**config.mk**
```make
export PLATFORM = sky130hd
export DESIGN_NAME = lecr_regs
export DESIGN_NICKNAME = d
export VERILOG_FILES = /design/src/lecr_pkg.sv /design/src/lecr_regs.sv
export SDC_FILE = /design/constraint.sdc
export NUM_CORES = 1
export LEC_CHECK = 0
export BUFFER_PORTS_ARGS = -buffer_cell sky130_fd_sc_hd__buf_2
export CORE_ASPECT_RATIO = 1.2
export CORE_MARGIN = 3
export CORE_UTILIZATION = 40
export DETAILED_ROUTE_END_ITERATION = 6
export HOLD_SLACK_MARGIN = 0.12
export PLACE_DENSITY = 0.71
export SLEW_MARGIN = 20
export SYNTH_ARGS = -nofsm -noshare
export SYNTH_HDL_FRONTEND = slang
export SYNTH_SLANG_ARGS = --single-unit
export TNS_END_PERCENT = 50
```
**constraint.sdc**
```tcl
create_clock -name core_clk -period 1.8 [get_ports core_clk]
set_clock_uncertainty 0.2 [all_clocks]
set_input_delay 0.18 -clock core_clk [delete_from_list [all_inputs] [get_ports core_clk]]
set_output_delay 0.18 -clock core_clk [all_outputs]
set_load 0.005 [all_outputs]
```
**src/lecr_pkg.sv**
```systemverilog
// Package for the link error, identification and control register bank.
// Assumes a 32-bit classic Wishbone slave with byte addresses on an 8-bit bus.
package lecr_pkg;

  // Register byte offsets
  localparam logic [7:0] LECR_OFS_CAPTURE_HIGH = 8'h3c;
  localparam logic [7:0] LECR_OFS_VENDOR_CODE = 8'h40;
  localparam logic [7:0] LECR_OFS_FLAGS_SET = 8'h50;
  localparam logic [7:0] LECR_OFS_FLAGS_CLEAR = 8'h54;
  localparam logic [7:0] LECR_OFS_INT_STATUS = 8'h58;
  localparam logic [7:0] LECR_OFS_INT_CLEAR = 8'h5c;
  localparam logic [7:0] LECR_OFS_INT_ENABLE = 8'h60;

  // Capture register field positions
  localparam int LECR_SRC_BUS_MSB = 31;
  localparam int LECR_SRC_BUS_LSB = 22;
  localparam int LECR_SRC_NODE_MSB = 21;
  localparam int LECR_SRC_NODE_LSB = 16;
  localparam int LECR_OFFSET_UPPER_MSB = 15;

  // Control flag positions
  localparam int LECR_BIT_BUS_INFO_IMAGE_VALID = 31;
  localparam int LECR_BIT_LINK_ENABLE = 17;
  localparam int LECR_BIT_SOFT_RESET = 16;

  // Flags software may set and clear: 31, 30, 29, 22, 19, 18, 17, 16
  localparam logic [31:0] LECR_FLAGS_SC_MASK = 32'he04f0000;
  // Fixed one: bit 23 reads as 1; all other read-only bits read 0
  localparam logic [31:0] LECR_FLAGS_FIXED_ONES = 32'h00800000;
  localparam logic [31:0] LECR_FLAGS_RESET = 32'h00800000;
  localparam logic [31:0] LECR_CAPTURE_RESET = 32'h00000000;

  // Arbitrary neutral identification value
  localparam logic [31:0] LECR_VENDOR_CODE_DEFAULT = 32'h00a5a5a5;

  // Interrupt event bits
  localparam int LECR_EV_COUNT = 2;
  localparam int LECR_EV_POSTED_FAIL = 0;
  localparam int LECR_EV_FETCH_ERROR = 1;
  localparam logic [LECR_EV_COUNT-1:0] LECR_EV_RESET = 2'h0;

  // Failed posted write report from the link side
  typedef struct packed {
    logic valid;
    logic [9:0] bus_number;
    logic [5:0] node_number;
    logic [15:0] offset_upper;
  } lecr_fail_report_t;

  // All state of the register bank
  typedef struct packed {
    logic ack;
    logic [31:0] rdata;
    logic [31:0] capture_high;
    logic [31:0] flags;
    logic [LECR_EV_COUNT-1:0] int_status;
    logic [LECR_EV_COUNT-1:0] int_enable;
  } lecr_state_t;

endpackage

```
**src/lecr_regs.sv**
```systemverilog
// Register bank: failed posted write capture, vendor code, controller flags.
// Assumes a classic Wishbone master on core_clk; event inputs are core_clk pulses.
//
// The Wishbone interface to the registers was decided locally.
`timescale 1ns/1ps
`default_nettype none

module lecr_regs
  import lecr_pkg::*;
#(
  parameter logic [31:0] VENDOR_CODE = LECR_VENDOR_CODE_DEFAULT
) (
  // Clock and reset
  input wire logic core_clk,
  input wire logic rst_n,
  // Wishbone slave
  input wire logic wb_cyc_i,
  input wire logic wb_stb_i,
  input wire logic wb_we_i,
  input wire logic [7:0] wb_adr_i,
  input wire logic [3:0] wb_sel_i,
  input wire logic [31:0] wb_dat_i,
  output logic [31:0] wb_dat_o,
  output logic wb_ack_o,
  // Link side events
  input wire lecr_fail_report_t fail_report,
  input wire logic bus_info_fetch_error,
  input wire logic soft_reset_done,
  // Controller state
  output logic [31:0] controller_flags,
  output logic bus_info_image_valid,
  output logic link_enable_flag,
  output logic irq
);

  function automatic logic [31:0] lecr_byte_mask(input logic [3:0] sel);
    lecr_byte_mask = {{8{sel[3]}}, {8{sel[2]}}, {8{sel[1]}}, {8{sel[0]}}};
  endfunction

  function automatic logic lecr_hit(input logic [7:0] adr, input logic [7:0] ofs);
    lecr_hit = (adr[7:2] == ofs[7:2]);
  endfunction

  lecr_state_t st;
  lecr_state_t next_st;

  logic req;
  logic wr;
  logic [31:0] wbits;
  logic [31:0] set_bits;
  logic [31:0] clr_bits;
  logic [LECR_EV_COUNT-1:0] events;
  logic [31:0] rd_value;

  // A request is seen for one cycle before ack; the write lands on the ack edge
  assign req = wb_cyc_i && wb_stb_i && !st.ack;
  assign wr = wb_cyc_i && wb_stb_i && wb_we_i && st.ack;
  assign wbits = wb_dat_i & lecr_byte_mask(wb_sel_i);
  assign events = {bus_info_fetch_error, fail_report.valid};

  always_comb begin
    rd_value = 32'h00000000;
    if (lecr_hit(wb_adr_i, LECR_OFS_CAPTURE_HIGH)) begin
      rd_value = st.capture_high;
    end else if (lecr_hit(wb_adr_i, LECR_OFS_VENDOR_CODE)) begin
      rd_value = VENDOR_CODE;
    end else if (lecr_hit(wb_adr_i, LECR_OFS_FLAGS_SET) ||
                 lecr_hit(wb_adr_i, LECR_OFS_FLAGS_CLEAR)) begin
      rd_value = st.flags;
    end else if (lecr_hit(wb_adr_i, LECR_OFS_INT_STATUS)) begin
      rd_value = {{(32-LECR_EV_COUNT){1'b0}}, st.int_status};
    end else if (lecr_hit(wb_adr_i, LECR_OFS_INT_ENABLE)) begin
      rd_value = {{(32-LECR_EV_COUNT){1'b0}}, st.int_enable};
    end
  end

  always_comb begin
    next_st = st;
    set_bits = 32'h00000000;
    clr_bits = 32'h00000000;
    next_st.ack = req;
    if (req) begin
      next_st.rdata = rd_value;
    end
    // Writes to the vendor code and capture register fall through with no effect
    if (wr && lecr_hit(wb_adr_i, LECR_OFS_FLAGS_SET)) begin
      set_bits = wbits & LECR_FLAGS_SC_MASK;
      if (st.flags[LECR_BIT_LINK_ENABLE]) begin
        set_bits[LECR_BIT_BUS_INFO_IMAGE_VALID] = 1'b0;
      end
    end
    if (wr && lecr_hit(wb_adr_i, LECR_OFS_FLAGS_CLEAR)) begin
      clr_bits = wbits & LECR_FLAGS_SC_MASK;
    end
    next_st.flags = ((st.flags | set_bits) & ~clr_bits & LECR_FLAGS_SC_MASK)
                    | LECR_FLAGS_FIXED_ONES;
    if (soft_reset_done) begin
      next_st.flags[LECR_BIT_SOFT_RESET] = 1'b0;
    end
    // Hardware invalidation beats a simultaneous software set: stale image is worse
    if (bus_info_fetch_error || st.flags[LECR_BIT_SOFT_RESET]) begin
      next_st.flags[LECR_BIT_BUS_INFO_IMAGE_VALID] = 1'b0;
    end
    if (fail_report.valid) begin
      next_st.capture_high = {fail_report.bus_number, fail_report.node_number,
                              fail_report.offset_upper};
    end
    if (wr && lecr_hit(wb_adr_i, LECR_OFS_INT_ENABLE)) begin
      next_st.int_enable = wbits[LECR_EV_COUNT-1:0];
    end
    // New events win over a clear in the same cycle
    if (wr && lecr_hit(wb_adr_i, LECR_OFS_INT_CLEAR)) begin
      next_st.int_status = (st.int_status & ~wbits[LECR_EV_COUNT-1:0]) | events;
    end else begin
      next_st.int_status = st.int_status | events;
    end
  end

  always_ff @(posedge core_clk) begin
    if (!rst_n) begin
      st.ack <= 1'b0;
      st.rdata <= 32'h00000000;
      st.capture_high <= LECR_CAPTURE_RESET;
      st.flags <= LECR_FLAGS_RESET;
      st.int_status <= LECR_EV_RESET;
      st.int_enable <= LECR_EV_RESET;
    end else begin
      st <= next_st;
    end
  end

  assign wb_ack_o = st.ack;
  assign wb_dat_o = st.rdata;
  assign controller_flags = st.flags;
  assign bus_info_image_valid = st.flags[LECR_BIT_BUS_INFO_IMAGE_VALID];
  assign link_enable_flag = st.flags[LECR_BIT_LINK_ENABLE];
  assign irq = |(st.int_status & st.int_enable);

  // Flags whose set write has no side condition and no competing hardware clear
  localparam logic [31:0] PLAIN_FLAGS_MASK = LECR_FLAGS_SC_MASK &
    ~((32'h00000001 << LECR_BIT_BUS_INFO_IMAGE_VALID) | (32'h00000001 << LECR_BIT_SOFT_RESET));
endmodule // lecr_regs

`default_nettype wire

```
==> impl_table.tex, run 1 <==
\begin{tabular}{lr}
\hline
Metric & Value \\
\hline
\multicolumn{2}{l}{\textbf{Outcome}} \\
\quad Run status & finished, final reports clean \\
\multicolumn{2}{l}{\textbf{Critical path}} \\
\quad Last element of the critical path & controller\_flags[16]\$\_SDFF\_PP0\_ \\
\quad CP arrival & roughly 1.8 ns \\
\quad Origin of the worst setup path & wb\_ack\_o\$\_SDFF\_PN0\_ \\
\quad Flop-to-flop setup slack & 0.04 ns \\
\quad Crit path capture type & flip-flop \\
\quad Biggest fanout along the worst timing path & 9 \\
\quad Data required time at the worst endpoint & between 1.5 and 2 ns \\
\quad Crit start category & flip-flop \\
\quad Cell count of the worst reg-to-reg path & 7 \\
\quad Category of the critical setup timing path & flip-flop to flip-flop \\
\quad Worst flop-to-flop path startpoint & wb\_ack\_o\$\_SDFF\_PN0\_ \\
\quad Capture point of the worst reg-to-reg path & controller\_flags[16]\$\_SDFF\_PP0\_ \\
\multicolumn{2}{l}{\textbf{Floorplan}} \\
\quad Effective utilization at floorplan & between 40\% and 50\% \\
\quad Number of ports placed on the die boundary & 152 \\
\quad Floorplan die area & a little over 10000 µm² \\
\quad Die span in x & 93.5 µm \\
\quad Placeable core area & approximately 8700 µm² \\
\quad Standard-cell rows & 37 \\
\quad DIE HEIGHT & 111 µm \\
\multicolumn{2}{l}{\textbf{Global routing}} \\
\quad Vias in the first global route & between 3000 and 4000 \\
\quad Wire length of the first global-routing pass & approximately 15000 µm \\
\quad Pin count of the biggest net entering global routing & 48 \\
\quad Antenna violations before repair & 0 \\
\quad All-Layer GR Usage & between 10\% and 20\% \\
\quad Global-route congestion overflow total & 0 \\
\multicolumn{2}{l}{\textbf{Synth}} \\
\quad Ys Warns & 0 \\
\quad Synth Cell Area & $\sim$3700 µm² \\
\quad FF+latch count, synth & 77 \\
\quad Post-synthesis instance total & 396 \\
\quad Synthesized area per cell & between 9 and 10 µm² \\
\quad Sequential area share after synthesis & 42.0\% \\
\quad Number of distinct library cells after synthesis & 39 \\
\multicolumn{2}{l}{\textbf{Pwr}} \\
\quad IR drop worst, VDD & approximately 0.44 mV \\
\quad Static Leakage & between 2 and 2.5 nW \\
\quad Total power & between 3 and 4 mW \\
\quad Power density of the placed cells & approximately 760 nW/µm² \\
\multicolumn{2}{l}{\textbf{STA}} \\
\quad Max transition margin & 42.6\% \\
\quad Worst hold slack across all endpoints & about 0.17 ns \\
\quad Number of failing setup endpoints in the final timing report & 0 \\
\quad Worst-case setup margin in the final layout & between 0.03 and 0.04 ns \\
\quad Pin slew with the least headroom to its limit & 0.861 ns \\
\quad Max-slew violation count & 0 \\
\quad Final Hold Viols & 0 \\
\quad Portion of the clock cycle consumed by the worst path in the final layout & 97.8\% \\
\quad Setup repair after global routing missed its margin & true \\
\quad Final critical delay including setup and external delays & 1.76 ns \\
\quad Maximum clock frequency & roughly 570 MHz \\
\multicolumn{2}{l}{\textbf{Job}} \\
\quad Maximum capacitance violations & 0 \\
\multicolumn{2}{l}{\textbf{Finish}} \\
\quad Filler instances & a little under 800 \\
\quad Sequential cell area & roughly 1500 µm² \\
\quad Final Non-Filler Cells & between 600 and 700 \\
\quad Area growth from synthesis to layout & 31.4\% \\
\quad Number of antenna cells inserted & 0 \\
\quad \# nets final & roughly 600 \\
\quad Share of cells above drive strength 1 & a little over a quarter \\
\quad Final Core Density & approximately 55\% \\
\quad Footprint of the multi-input gates & approximately 1600 µm² \\
\multicolumn{2}{l}{\textbf{Clock tree}} \\
\quad Clock-pin slew on the worst setup and hold paths & around 0.070 ns \\
\quad Clock tree from TritonCTS & yes \\
\quad Root buffer selected by CTS & clkbuf\_8 \\
\quad Maximum root-to-sink buffer count & 2 \\
\quad Clock insertion delay at the later pin of the skew report & 0.33 ns \\
\quad TritonCTS buffer count & 9 \\
\quad H-tree depth & 3 \\
\quad Clk sink count & 77 \\
\multicolumn{2}{l}{\textbf{Route}} \\
\quad Average wire per cell in the routed design & roughly 14 µm \\
\quad DR vias/cell & 4.80 \\
\quad Antenna violation net count after detailed routing & 0 \\
\quad DR pass1 iterations & 4 \\
\quad Violation count after the first detailed-routing iteration & roughly 180 \\
\quad Wire length after detailed routing & approximately 9100 µm \\
\quad Routed vias & $\sim$3100 \\
\quad DRC Markers & 0 \\
\multicolumn{2}{l}{\textbf{Placement}} \\
\quad Number of cells after detailed placement & about 560 \\
\quad Dpl hpwl & a little under 6000 µm \\
\quad Place WS & -0.0225 ns \\
\quad GP Congestion & slightly above 0.8 \\
\quad Count of input and output buffers & between 100 and 150 \\
\multicolumn{2}{l}{\textbf{Hold path}} \\
\quad Path type of the worst min-delay path & primary input to flip-flop \\
\hline
\end{tabular}
Yosys cell counts (all sizes together):
master,instances,area [µm²]
nor3b,1,7.51
mux2,1,11.3
o21a,11,82.6
inv,5,18.8
conb,2,7.51
nand3,13,65.1
o211a,1,10.0
nor4b,1,15.0
a21boi,21,158
nor2,13,48.8
dfxtp,77,1540
a22o,1,8.76
mux2i,32,320
a21oi,11,55.1
nor3,1,5.00
or4,1,7.51
a31oi,2,12.5
buf,70,510
nand2,31,116
a221oi,6,52.6
nand3b,2,27.5
clkbuf,15,56.3
or2,2,12.5
and3b,8,70.1
a211oi,6,45.0
nor4,4,61.3
o21ai,19,95.1
nor2b,33,206
and3,1,6.26
nand4,2,12.5
a21o,1,7.51
and2,1,6.26
nand4bb,1,11.3
worst max-delay path: stages, from the launching register on:
cell	delay, ns
dfxtp_2	0.35
nand4_1	0.14
buf_4	0.19
nor4_4	0.27
buf_6	0.17
buf_6	0.10
and3b_1	0.16
o211a_1	0.13
placed cells by master, fill, tap and decap left out, types with 8 or more instances in the layout:
cell type,Yosys,routed
a21boi_0,12,11
a21boi_1,9,10
a21oi_1,11,11
and3b_1,8,8
buf_2,6,102
buf_4,64,8
clkbuf_8,0,10
conb_1,2,24
dfxtp_1,77,76
dlygate4sd3_1,0,59
mux2i_1,32,32
nand2_1,31,31
nand3_1,13,13
nor2_1,13,12
nor2b_1,33,33
o21a_1,11,11
o21ai_0,19,19
flip-flops by register name (all words and copies together), names as in the netlist:
register and cells:
controller_flags 8, st 36, wb_ack_o 1, wb_dat_o 32
per-stage QoR:
stage / instance area, µm² / setup TNS (ns)
after CTS: 4780 / 0
final: 4820 / 0
after floorplan: 3750 / 0
after detailed placement: 3980 / -0.0425
after global routing: 4820 / -0.00298
after global placement: 3980 / 0
how the worst min path moves through the flow:
| stage | endpoint | startpoint | cells after the start |
|---|---|---|---|
| 2_1_floorplan | st[3]$_SDFF_PN0_ | bus_info_fetch_error | 1 |
| 3_3_place_gp | st[3]$_SDFF_PN0_ | bus_info_fetch_error | 2 |
| 3_5_place_dp | st[3]$_SDFF_PN0_ | bus_info_fetch_error | 2 |
| 4_1_cts | st[2]$_SDFF_PN0_ | fail_report[32] | 2 |
| 5_1_grt | st[2]$_SDFF_PN0_ | fail_report[32] | 2 |
| 6_report | st[2]$_SDFF_PN0_ | fail_report[32] | 2 |
where the power goes:
group | internal [mW] | leakage (nW) | switching (mW) | total [mW]
clock network | 0.810 | 0.105 | 0.590 | 1.40
registers | 1.78 | 0.631 | 0.0382 | 1.81
logic | 0.259 | 1.48 | 0.216 | 0.476
total | 2.84 | 2.22 | 0.844 | 3.69
routing by layer:
metal / GRT usage, % / part of all wire (%) / wire, µm
met5: 0 / 0 / 0
met4: 7.92 / 2.1 / 195
met3: 2.78 / 3.9 / 358
met2: 31.1 / 52 / 4750
met1: 20.4 / 42 / 3850
logic make-up (layout without fill, tap and decap cells):
group | after synthesis | count (layout) | synth area share, %
AND/OR/NAND/NOR | 115 | 115 | 18.5
flip-flops | 77 | 77 | 42.0
other | 2 | 24 | 0.205
multiplexers | 33 | 33 | 9.03
buffers and inverters | 90 | 195 | 15.9
AO/OA/AOI/OAI | 79 | 79 | 14.3
final cells by class:
type                       count  share of cell area, %
sequential                    77                   32.0
tap                          117                   3.03
timing repair buffer         175                   26.2
inverter                       5                  0.389
clock inverter                 4                   1.50
clock buffer                  11                   2.93
multi-input combinational    251                   34.0
timing repair:
| action | CTS | global route |
|---|---|---|
| gates resized for setup | 0 | 5 |
| hold endpoints to repair | 52 | 0 |
| hold buffers | 59 | 0 |
| endpoints found under the setup margin | 0 | 10 |
| buffers inserted | 0 | 3 |
No activity file was read; power rests on OpenSTA's default activity.
==> inputs of run 2 (changes only) <==
--- a/config.mk
+++ b/config.mk
@@ -11,6 +11,7 @@
 export CORE_UTILIZATION = 40
 export DETAILED_ROUTE_END_ITERATION = 6
 export HOLD_SLACK_MARGIN = 0.12
+export MAX_ROUTING_LAYER = met4
 export PLACE_DENSITY = 0.71
 export SLEW_MARGIN = 20
 export SYNTH_ARGS = -nofsm -noshare
==> run 2 against run 1 <==
Compared with the run above: combinational power about the same; worst hold slack about the same; via count stayed put; register-to-register slack barely moved.
==> impl_table.tex, run 2 (synthesized netlist as in run 1, its figures left out) <==
\begin{tabular}{lr}
\hline
Metric & Value \\
\hline
\multicolumn{2}{l}{\textbf{Outcome}} \\
\quad Run status & finished, final reports clean \\
\multicolumn{2}{l}{\textbf{STA}} \\
\quad Number of failing setup endpoints in the final timing report & 0 \\
\quad Worst-case setup margin in the final layout & 0.0399 ns \\
\quad Maximum clock frequency & 568 MHz \\
\quad Max transition margin & a little over two fifths \\
\quad Worst hold slack across all endpoints & approximately 0.17 ns \\
\quad Pin slew with the least headroom to its limit & between 0.8 and 0.9 ns \\
\quad Fin Setup TNS & 0 ns \\
\quad Final critical delay including setup and external delays & 1.76 ns \\
\quad Setup repair after global routing missed its margin & true \\
\quad Portion of the clock cycle consumed by the worst path in the final layout & 97.8\% \\
\quad Final Hold Viols & 0 \\
\quad Max-slew violation count & 0 \\
\multicolumn{2}{l}{\textbf{Global routing}} \\
\quad Pin count of the biggest net entering global routing & 48 \\
\quad Wire length of the first global-routing pass & between 10000 and 15000 µm \\
\quad Global-route congestion overflow total & 0 \\
\quad All-Layer GR Usage & 18.0\% \\
\quad Vias in the first global route & 3103 \\
\quad Antenna violations before repair & 0 \\
\multicolumn{2}{l}{\textbf{Finish}} \\
\quad Top reg by flops & st \\
\quad Layout Cell Area excl Fill & about 4800 µm² \\
\quad Max FFs per register & 36 \\
\quad Area growth from synthesis to layout & 31.4\% \\
\quad \# nets final & approximately 600 \\
\quad Share of cells above drive strength 1 & a little over a quarter \\
\quad Number of antenna cells inserted & 0 \\
\quad Top library cells by usage in the layout, fill and taps aside & 102 x buf\_2, 76 x dfxtp\_1, 59 x dlygate4sd3\_1, 33 x nor2b\_1, 32 x mux2i\_1 \\
\quad Leading cell type in the layout, fill and taps excluded & buf\_2 \\
\quad Final Core Density & between 50\% and 60\% \\
\multicolumn{2}{l}{\textbf{Critical path}} \\
\quad Crit path capture type & flip-flop \\
\quad Data required time at the worst endpoint & 1.88 ns \\
\quad Crit start category & flip-flop \\
\quad Cell count of the worst reg-to-reg path & 7 \\
\quad Biggest fanout along the worst timing path & 9 \\
\quad Category of the critical setup timing path & flip-flop to flip-flop \\
\quad Origin of the worst setup path & wb\_ack\_o\$\_SDFF\_PN0\_ \\
\quad Capture point of the worst reg-to-reg path & controller\_flags[16]\$\_SDFF\_PP0\_ \\
\quad Flop-to-flop setup slack & roughly 0.04 ns \\
\quad Worst flop-to-flop path startpoint & wb\_ack\_o\$\_SDFF\_PN0\_ \\
\quad Last element of the critical path & controller\_flags[16]\$\_SDFF\_PP0\_ \\
\quad CP arrival & 1.84 ns \\
\multicolumn{2}{l}{\textbf{Clock tree}} \\
\quad Clock tree from TritonCTS & yes \\
\quad Root buffer selected by CTS & clkbuf\_8 \\
\quad Clk sink count & 77 \\
\quad H-tree depth & 3 \\
\quad Clock-pin slew on the worst setup and hold paths & 0.07 ns \\
\quad Maximum root-to-sink buffer count & 2 \\
\quad Clock insertion delay at the later pin of the skew report & between 0.3 and 0.4 ns \\
\quad TritonCTS buffer count & 9 \\
\multicolumn{2}{l}{\textbf{Job}} \\
\quad Maximum capacitance violations & 0 \\
\multicolumn{2}{l}{\textbf{Route}} \\
\quad Routed vias & 3075 \\
\quad Violation count after the first detailed-routing iteration & between 150 and 200 \\
\quad DR vias/cell & around 4.8 \\
\quad Wire length after detailed routing & approximately 9100 µm \\
\quad Average wire per cell in the routed design & approximately 14 µm \\
\quad DR pass1 iterations & 4 \\
\quad DRC Markers & 0 \\
\quad Antenna violation net count after detailed routing & 0 \\
\multicolumn{2}{l}{\textbf{Floorplan}} \\
\quad Floorplan die area & 10400 µm² \\
\quad Die span in x & slightly above 90 µm \\
\quad DIE HEIGHT & 111 µm \\
\quad Standard-cell rows & 37 \\
\quad Placeable core area & slightly below 9000 µm² \\
\quad Number of ports placed on the die boundary & 152 \\
\quad Effective utilization at floorplan & 42.0\% \\
\multicolumn{2}{l}{\textbf{Placement}} \\
\quad Place WS & -0.0225 ns \\
\quad GP Congestion & $\sim$0.83 \\
\quad Dpl hpwl & between 5000 and 6000 µm \\
\quad Count of input and output buffers & $\sim$100 \\
\quad Placement-stage cell area & 3980 µm² \\
\multicolumn{2}{l}{\textbf{Pwr}} \\
\quad Power density of the placed cells & between 700 and 800 nW/µm² \\
\quad IR drop worst, VDD & $\sim$0.44 mV \\
\quad Static Leakage & around 2.2 nW \\
\multicolumn{2}{l}{\textbf{Hold path}} \\
\quad Path type of the worst min-delay path & primary input to flip-flop \\
\hline
\end{tabular}
-- run 2: per-stage QoR --
stage	power, mW	cells
finish	3.69	640
global route	3.85	640
detailed placement	2.22	563
CTS	3.72	637
global placement	2.21	563
floorplan	2.12	418
-- run 2: final cells by class --
cell class	instances	area [µm²]
multi-input cells	251	1640
repair buffers	175	1260
clock buffers	11	141
flip-flops and latches	77	1540
clock inverters	4	72.6
inverters	5	18.8
well taps	117	146
fillers	784	3930
-- run 2: timing repair --
item,CTS,global route
endpoints found under the setup margin,0,10
hold buffers,59,0
endpoints found under the hold margin,52,0
gates resized for setup,0,5
setup buffers,0,3
-- run 2: worst min-delay path by stage --
stage / from / to / cells past startpoint
6_report: fail_report[32] / st[2]$_SDFF_PN0_ / 2
3_3_place_gp: bus_info_fetch_error / st[3]$_SDFF_PN0_ / 2
5_1_grt: fail_report[32] / st[2]$_SDFF_PN0_ / 2
2_1_floorplan: bus_info_fetch_error / st[3]$_SDFF_PN0_ / 1
4_1_cts: fail_report[32] / st[2]$_SDFF_PN0_ / 2
3_5_place_dp: bus_info_fetch_error / st[3]$_SDFF_PN0_ / 2
-- run 2: power by group --
group / internal (mW) / total [mW] / switching, mW / leakage [nW]
sequential: 1.78 / 1.81 / 0.0382 / 0.631
clock: 0.810 / 1.40 / 0.590 / 0.105
combinational: 0.259 / 0.476 / 0.216 / 1.48
total: 2.84 / 3.69 / 0.844 / 2.22
-- run 2: layer usage --
metal  track usage (%)  wire (µm)  up-vias
met5                 -          0        -
met1              20.4       3850     1453
met3              2.78        359       15
met4              7.92        195        0
li1                  -          -     1514
met2              31.1       4750       93
-- run 2: worst max-delay path, stage by stage (launching register included) --
cell and delay (ns):
dfxtp_2 0.35, nand4_1 0.14, buf_4 0.19, nor4_4 0.27
buf_6 0.17, buf_6 0.10, and3b_1 0.16, o211a_1 0.13
==> inputs of run 3 (changes only) <==
--- a/config.mk
+++ b/config.mk
@@ -8,11 +8,11 @@
 export BUFFER_PORTS_ARGS = -buffer_cell sky130_fd_sc_hd__buf_2
 export CORE_ASPECT_RATIO = 1.2
 export CORE_MARGIN = 3
-export CORE_UTILIZATION = 40
+export CORE_UTILIZATION = 43
 export DETAILED_ROUTE_END_ITERATION = 6
 export HOLD_SLACK_MARGIN = 0.12
 export MAX_ROUTING_LAYER = met4
-export PLACE_DENSITY = 0.71
+export PLACE_DENSITY = 0.76
 export SLEW_MARGIN = 20
 export SYNTH_ARGS = -nofsm -noshare
 export SYNTH_HDL_FRONTEND = slang
==> run 3 against run 2 <==
Compared with the run above: critical path depth is 2 lower; final cell count down 0.94%; fmax grew 0.49%; critical path type is now primary input to flip-flop; largest power group unchanged; highest routed layer unchanged.
==> impl_table.tex, run 3 (synthesized netlist as in run 1, its figures left out) <==
\begin{tabular}{lr}
\hline
Metric & Value \\
\hline
\multicolumn{2}{l}{\textbf{Global routing}} \\
\quad All-Layer GR Usage & 20.0\% \\
\quad Global-route congestion overflow total & 0 \\
\quad Wire length of the first global-routing pass & roughly 15000 µm \\
\quad Antenna violations before repair & 0 \\
\quad Vias in the first global route & about 3200 \\
\quad Pin count of the biggest net entering global routing & 78 \\
\multicolumn{2}{l}{\textbf{Clock tree}} \\
\quad H-tree depth & 3 \\
\quad Clock-pin slew on the worst setup and hold paths & around 0.08 ns \\
\quad Post CTS Setup Buffer Count & 0 \\
\quad Clock insertion delay at the later pin of the skew report & roughly 0.34 ns \\
\quad Maximum root-to-sink buffer count & 2 \\
\quad Clock tree from TritonCTS & yes \\
\quad Root buffer selected by CTS & clkbuf\_8 \\
\quad Clk sink count & 77 \\
\quad TritonCTS buffer count & 9 \\
\multicolumn{2}{l}{\textbf{Critical path}} \\
\quad Flop-to-flop setup slack & roughly 0.06 ns \\
\quad Cell count of the worst reg-to-reg path & 4 \\
\quad Category of the critical setup timing path & primary input to flip-flop \\
\quad Data required time at the worst endpoint & 1.84 ns \\
\quad CP arrival & between 1.5 and 2 ns \\
\quad Biggest fanout along the worst timing path & 9 \\
\quad Crit start category & primary input \\
\quad Crit path capture type & flip-flop \\
\quad Worst flop-to-flop path startpoint & wb\_ack\_o\$\_SDFF\_PN0\_ \\
\quad Last element of the critical path & st[53]\$\_SDFFE\_PN0P\_ \\
\quad Origin of the worst setup path & fail\_report[32] \\
\quad Capture point of the worst reg-to-reg path & st[3]\$\_SDFF\_PN0\_ \\
\multicolumn{2}{l}{\textbf{Placement}} \\
\quad Count of input and output buffers & between 100 and 150 \\
\quad Placement-stage cell area & $\sim$4000 µm² \\
\quad Dpl hpwl & approximately 5700 µm \\
\quad Number of cells after detailed placement & between 500 and 600 \\
\quad GP Congestion & between 0.8 and 0.9 \\
\quad Place WS & between 0.02 and 0.025 ns \\
\multicolumn{2}{l}{\textbf{Floorplan}} \\
\quad Placeable core area & 8200 µm² \\
\quad Effective utilization at floorplan & $\sim$45\% \\
\quad Floorplan die area & $\sim$9700 µm² \\
\quad Standard-cell rows & 36 \\
\quad Number of ports placed on the die boundary & between 150 and 200 \\
\quad Die span in x & roughly 90 µm \\
\quad DIE HEIGHT & approximately 110 µm \\
\multicolumn{2}{l}{\textbf{Route}} \\
\quad Violation count after the first detailed-routing iteration & 216 \\
\quad DR vias/cell & 4.91 \\
\quad Routed vias & 3112 \\
\quad DR pass1 iterations & 4 \\
\quad Average wire per cell in the routed design & roughly 14 µm \\
\quad DRC Markers & 0 \\
\quad Wire length after detailed routing & between 9000 and 10000 µm \\
\quad Antenna violation net count after detailed routing & 0 \\
\multicolumn{2}{l}{\textbf{Finish}} \\
\quad Share of cells above drive strength 1 & between 20\% and 30\% \\
\quad Leading cell type in the layout, fill and taps excluded & buf\_2 \\
\quad Max FFs per register & 36 \\
\quad Area growth from synthesis to layout & 30.4\% \\
\quad Final Core Density & 58.4\% \\
\quad Top library cells by usage in the layout, fill and taps aside & 101 x buf\_2, 76 x dfxtp\_1, 59 x dlygate4sd3\_1, 33 x nor2b\_1, 32 x mux2i\_1 \\
\quad Top reg by flops & st \\
\quad Final Non-Filler Cells & about 630 \\
\quad Number of antenna cells inserted & 0 \\
\quad \# nets final & between 500 and 600 \\
\quad Layout Cell Area excl Fill & $\sim$4800 µm² \\
\multicolumn{2}{l}{\textbf{STA}} \\
\quad Max-slew violation count & 0 \\
\quad Final Hold Viols & 0 \\
\quad Worst-case setup margin in the final layout & a little under 0.05 ns \\
\quad Worst hold slack across all endpoints & approximately 0.18 ns \\
\quad Fin Setup TNS & 0 ns \\
\quad Pin slew with the least headroom to its limit & 0.807 ns \\
\quad Setup repair after global routing missed its margin & false \\
\quad Number of failing setup endpoints in the final timing report & 0 \\
\quad Final critical delay including setup and external delays & around 1.8 ns \\
\quad Portion of the clock cycle consumed by the worst path in the final layout & roughly 97\% \\
\quad Maximum clock frequency & $\sim$570 MHz \\
\quad Max transition margin & 46.2\% \\
\multicolumn{2}{l}{\textbf{Pwr}} \\
\quad Total power & 3.70 mW \\
\quad Part of the power in the clock network & between 30\% and 40\% \\
\quad IR drop worst, VDD & 0.584 mV \\
\quad Power density of the placed cells & 773 nW/µm² \\
\quad Combinational cell fraction of total power & roughly 13\% \\
\quad Reported net switching power & roughly 880 µW \\
\quad Part of the power in registers & just under 50\% \\
\quad Switching Share & a little under a quarter \\
\quad Internal power & approximately 2.8 mW \\
\quad Static Leakage & 2.18 nW \\
\multicolumn{2}{l}{\textbf{Outcome}} \\
\quad Run status & finished, final reports clean \\
\multicolumn{2}{l}{\textbf{Job}} \\
\quad Maximum capacitance violations & 0 \\
\multicolumn{2}{l}{\textbf{Hold path}} \\
\quad Path type of the worst min-delay path & primary input to flip-flop \\
\hline
\end{tabular}
run 3: area by class of cell:
class                   count  area (µm²)
clock buffers              10         128
clock inverters             6        87.6
fillers                   718        3410
inverters                   5        18.8
multi-input cells         251        1640
flip-flops and latches     77        1540
well taps                 114         143
repair buffers            171        1230
run 3: repair_timing:
action | 4_1_cts | 5_1_grt
setup endpoints to repair | 0 | 16
resized for setup | 0 | 4
hold endpoints to repair | 48 | 0
hold buffers | 59 | 0
run 3: how the worst min path moves through the flow:
stage | startpoint | end | slack, ns | cells after the start
final | wb_adr_i[2] | controller_flags[17]$_SDFF_PN0_ | 0.18 | 3
after global routing | wb_adr_i[2] | controller_flags[30]$_SDFF_PN0_ | 0.18 | 3
after CTS | wb_adr_i[2] | controller_flags[17]$_SDFF_PN0_ | 0.15 | 3
after detailed placement | bus_info_fetch_error | st[3]$_SDFF_PN0_ | 0.24 | 2
after global placement | bus_info_fetch_error | st[3]$_SDFF_PN0_ | 0.23 | 2
after floorplan | bus_info_fetch_error | st[3]$_SDFF_PN0_ | 0.10 | 1
run 3: power by group through the flow:
stage               combinational (mW)  clock, mW  sequential, mW
detailed placement               0.365          0            1.85
finish                           0.476       1.41            1.81
CTS                              0.469       1.45            1.81
global placement                 0.355          0            1.85
floorplan                        0.277          0            1.84
global route                     0.528       1.52            1.82
run 3: layer usage:
metal	routed length [µm]	share of wire, %	track usage [%]
met1	3670	40	21.9
met2	4780	53	35.6
met3	397	4.4	3.30
met4	240	2.6	9.30
met5	0	0	-
run 3: critical path: stages:
cell and delay, ns:
dlygate4sd3_1 0.52, clkbuf_4 0.25, mux2i_1 0.22, dlygate4sd3_1 0.58
nor2b_1 0.05
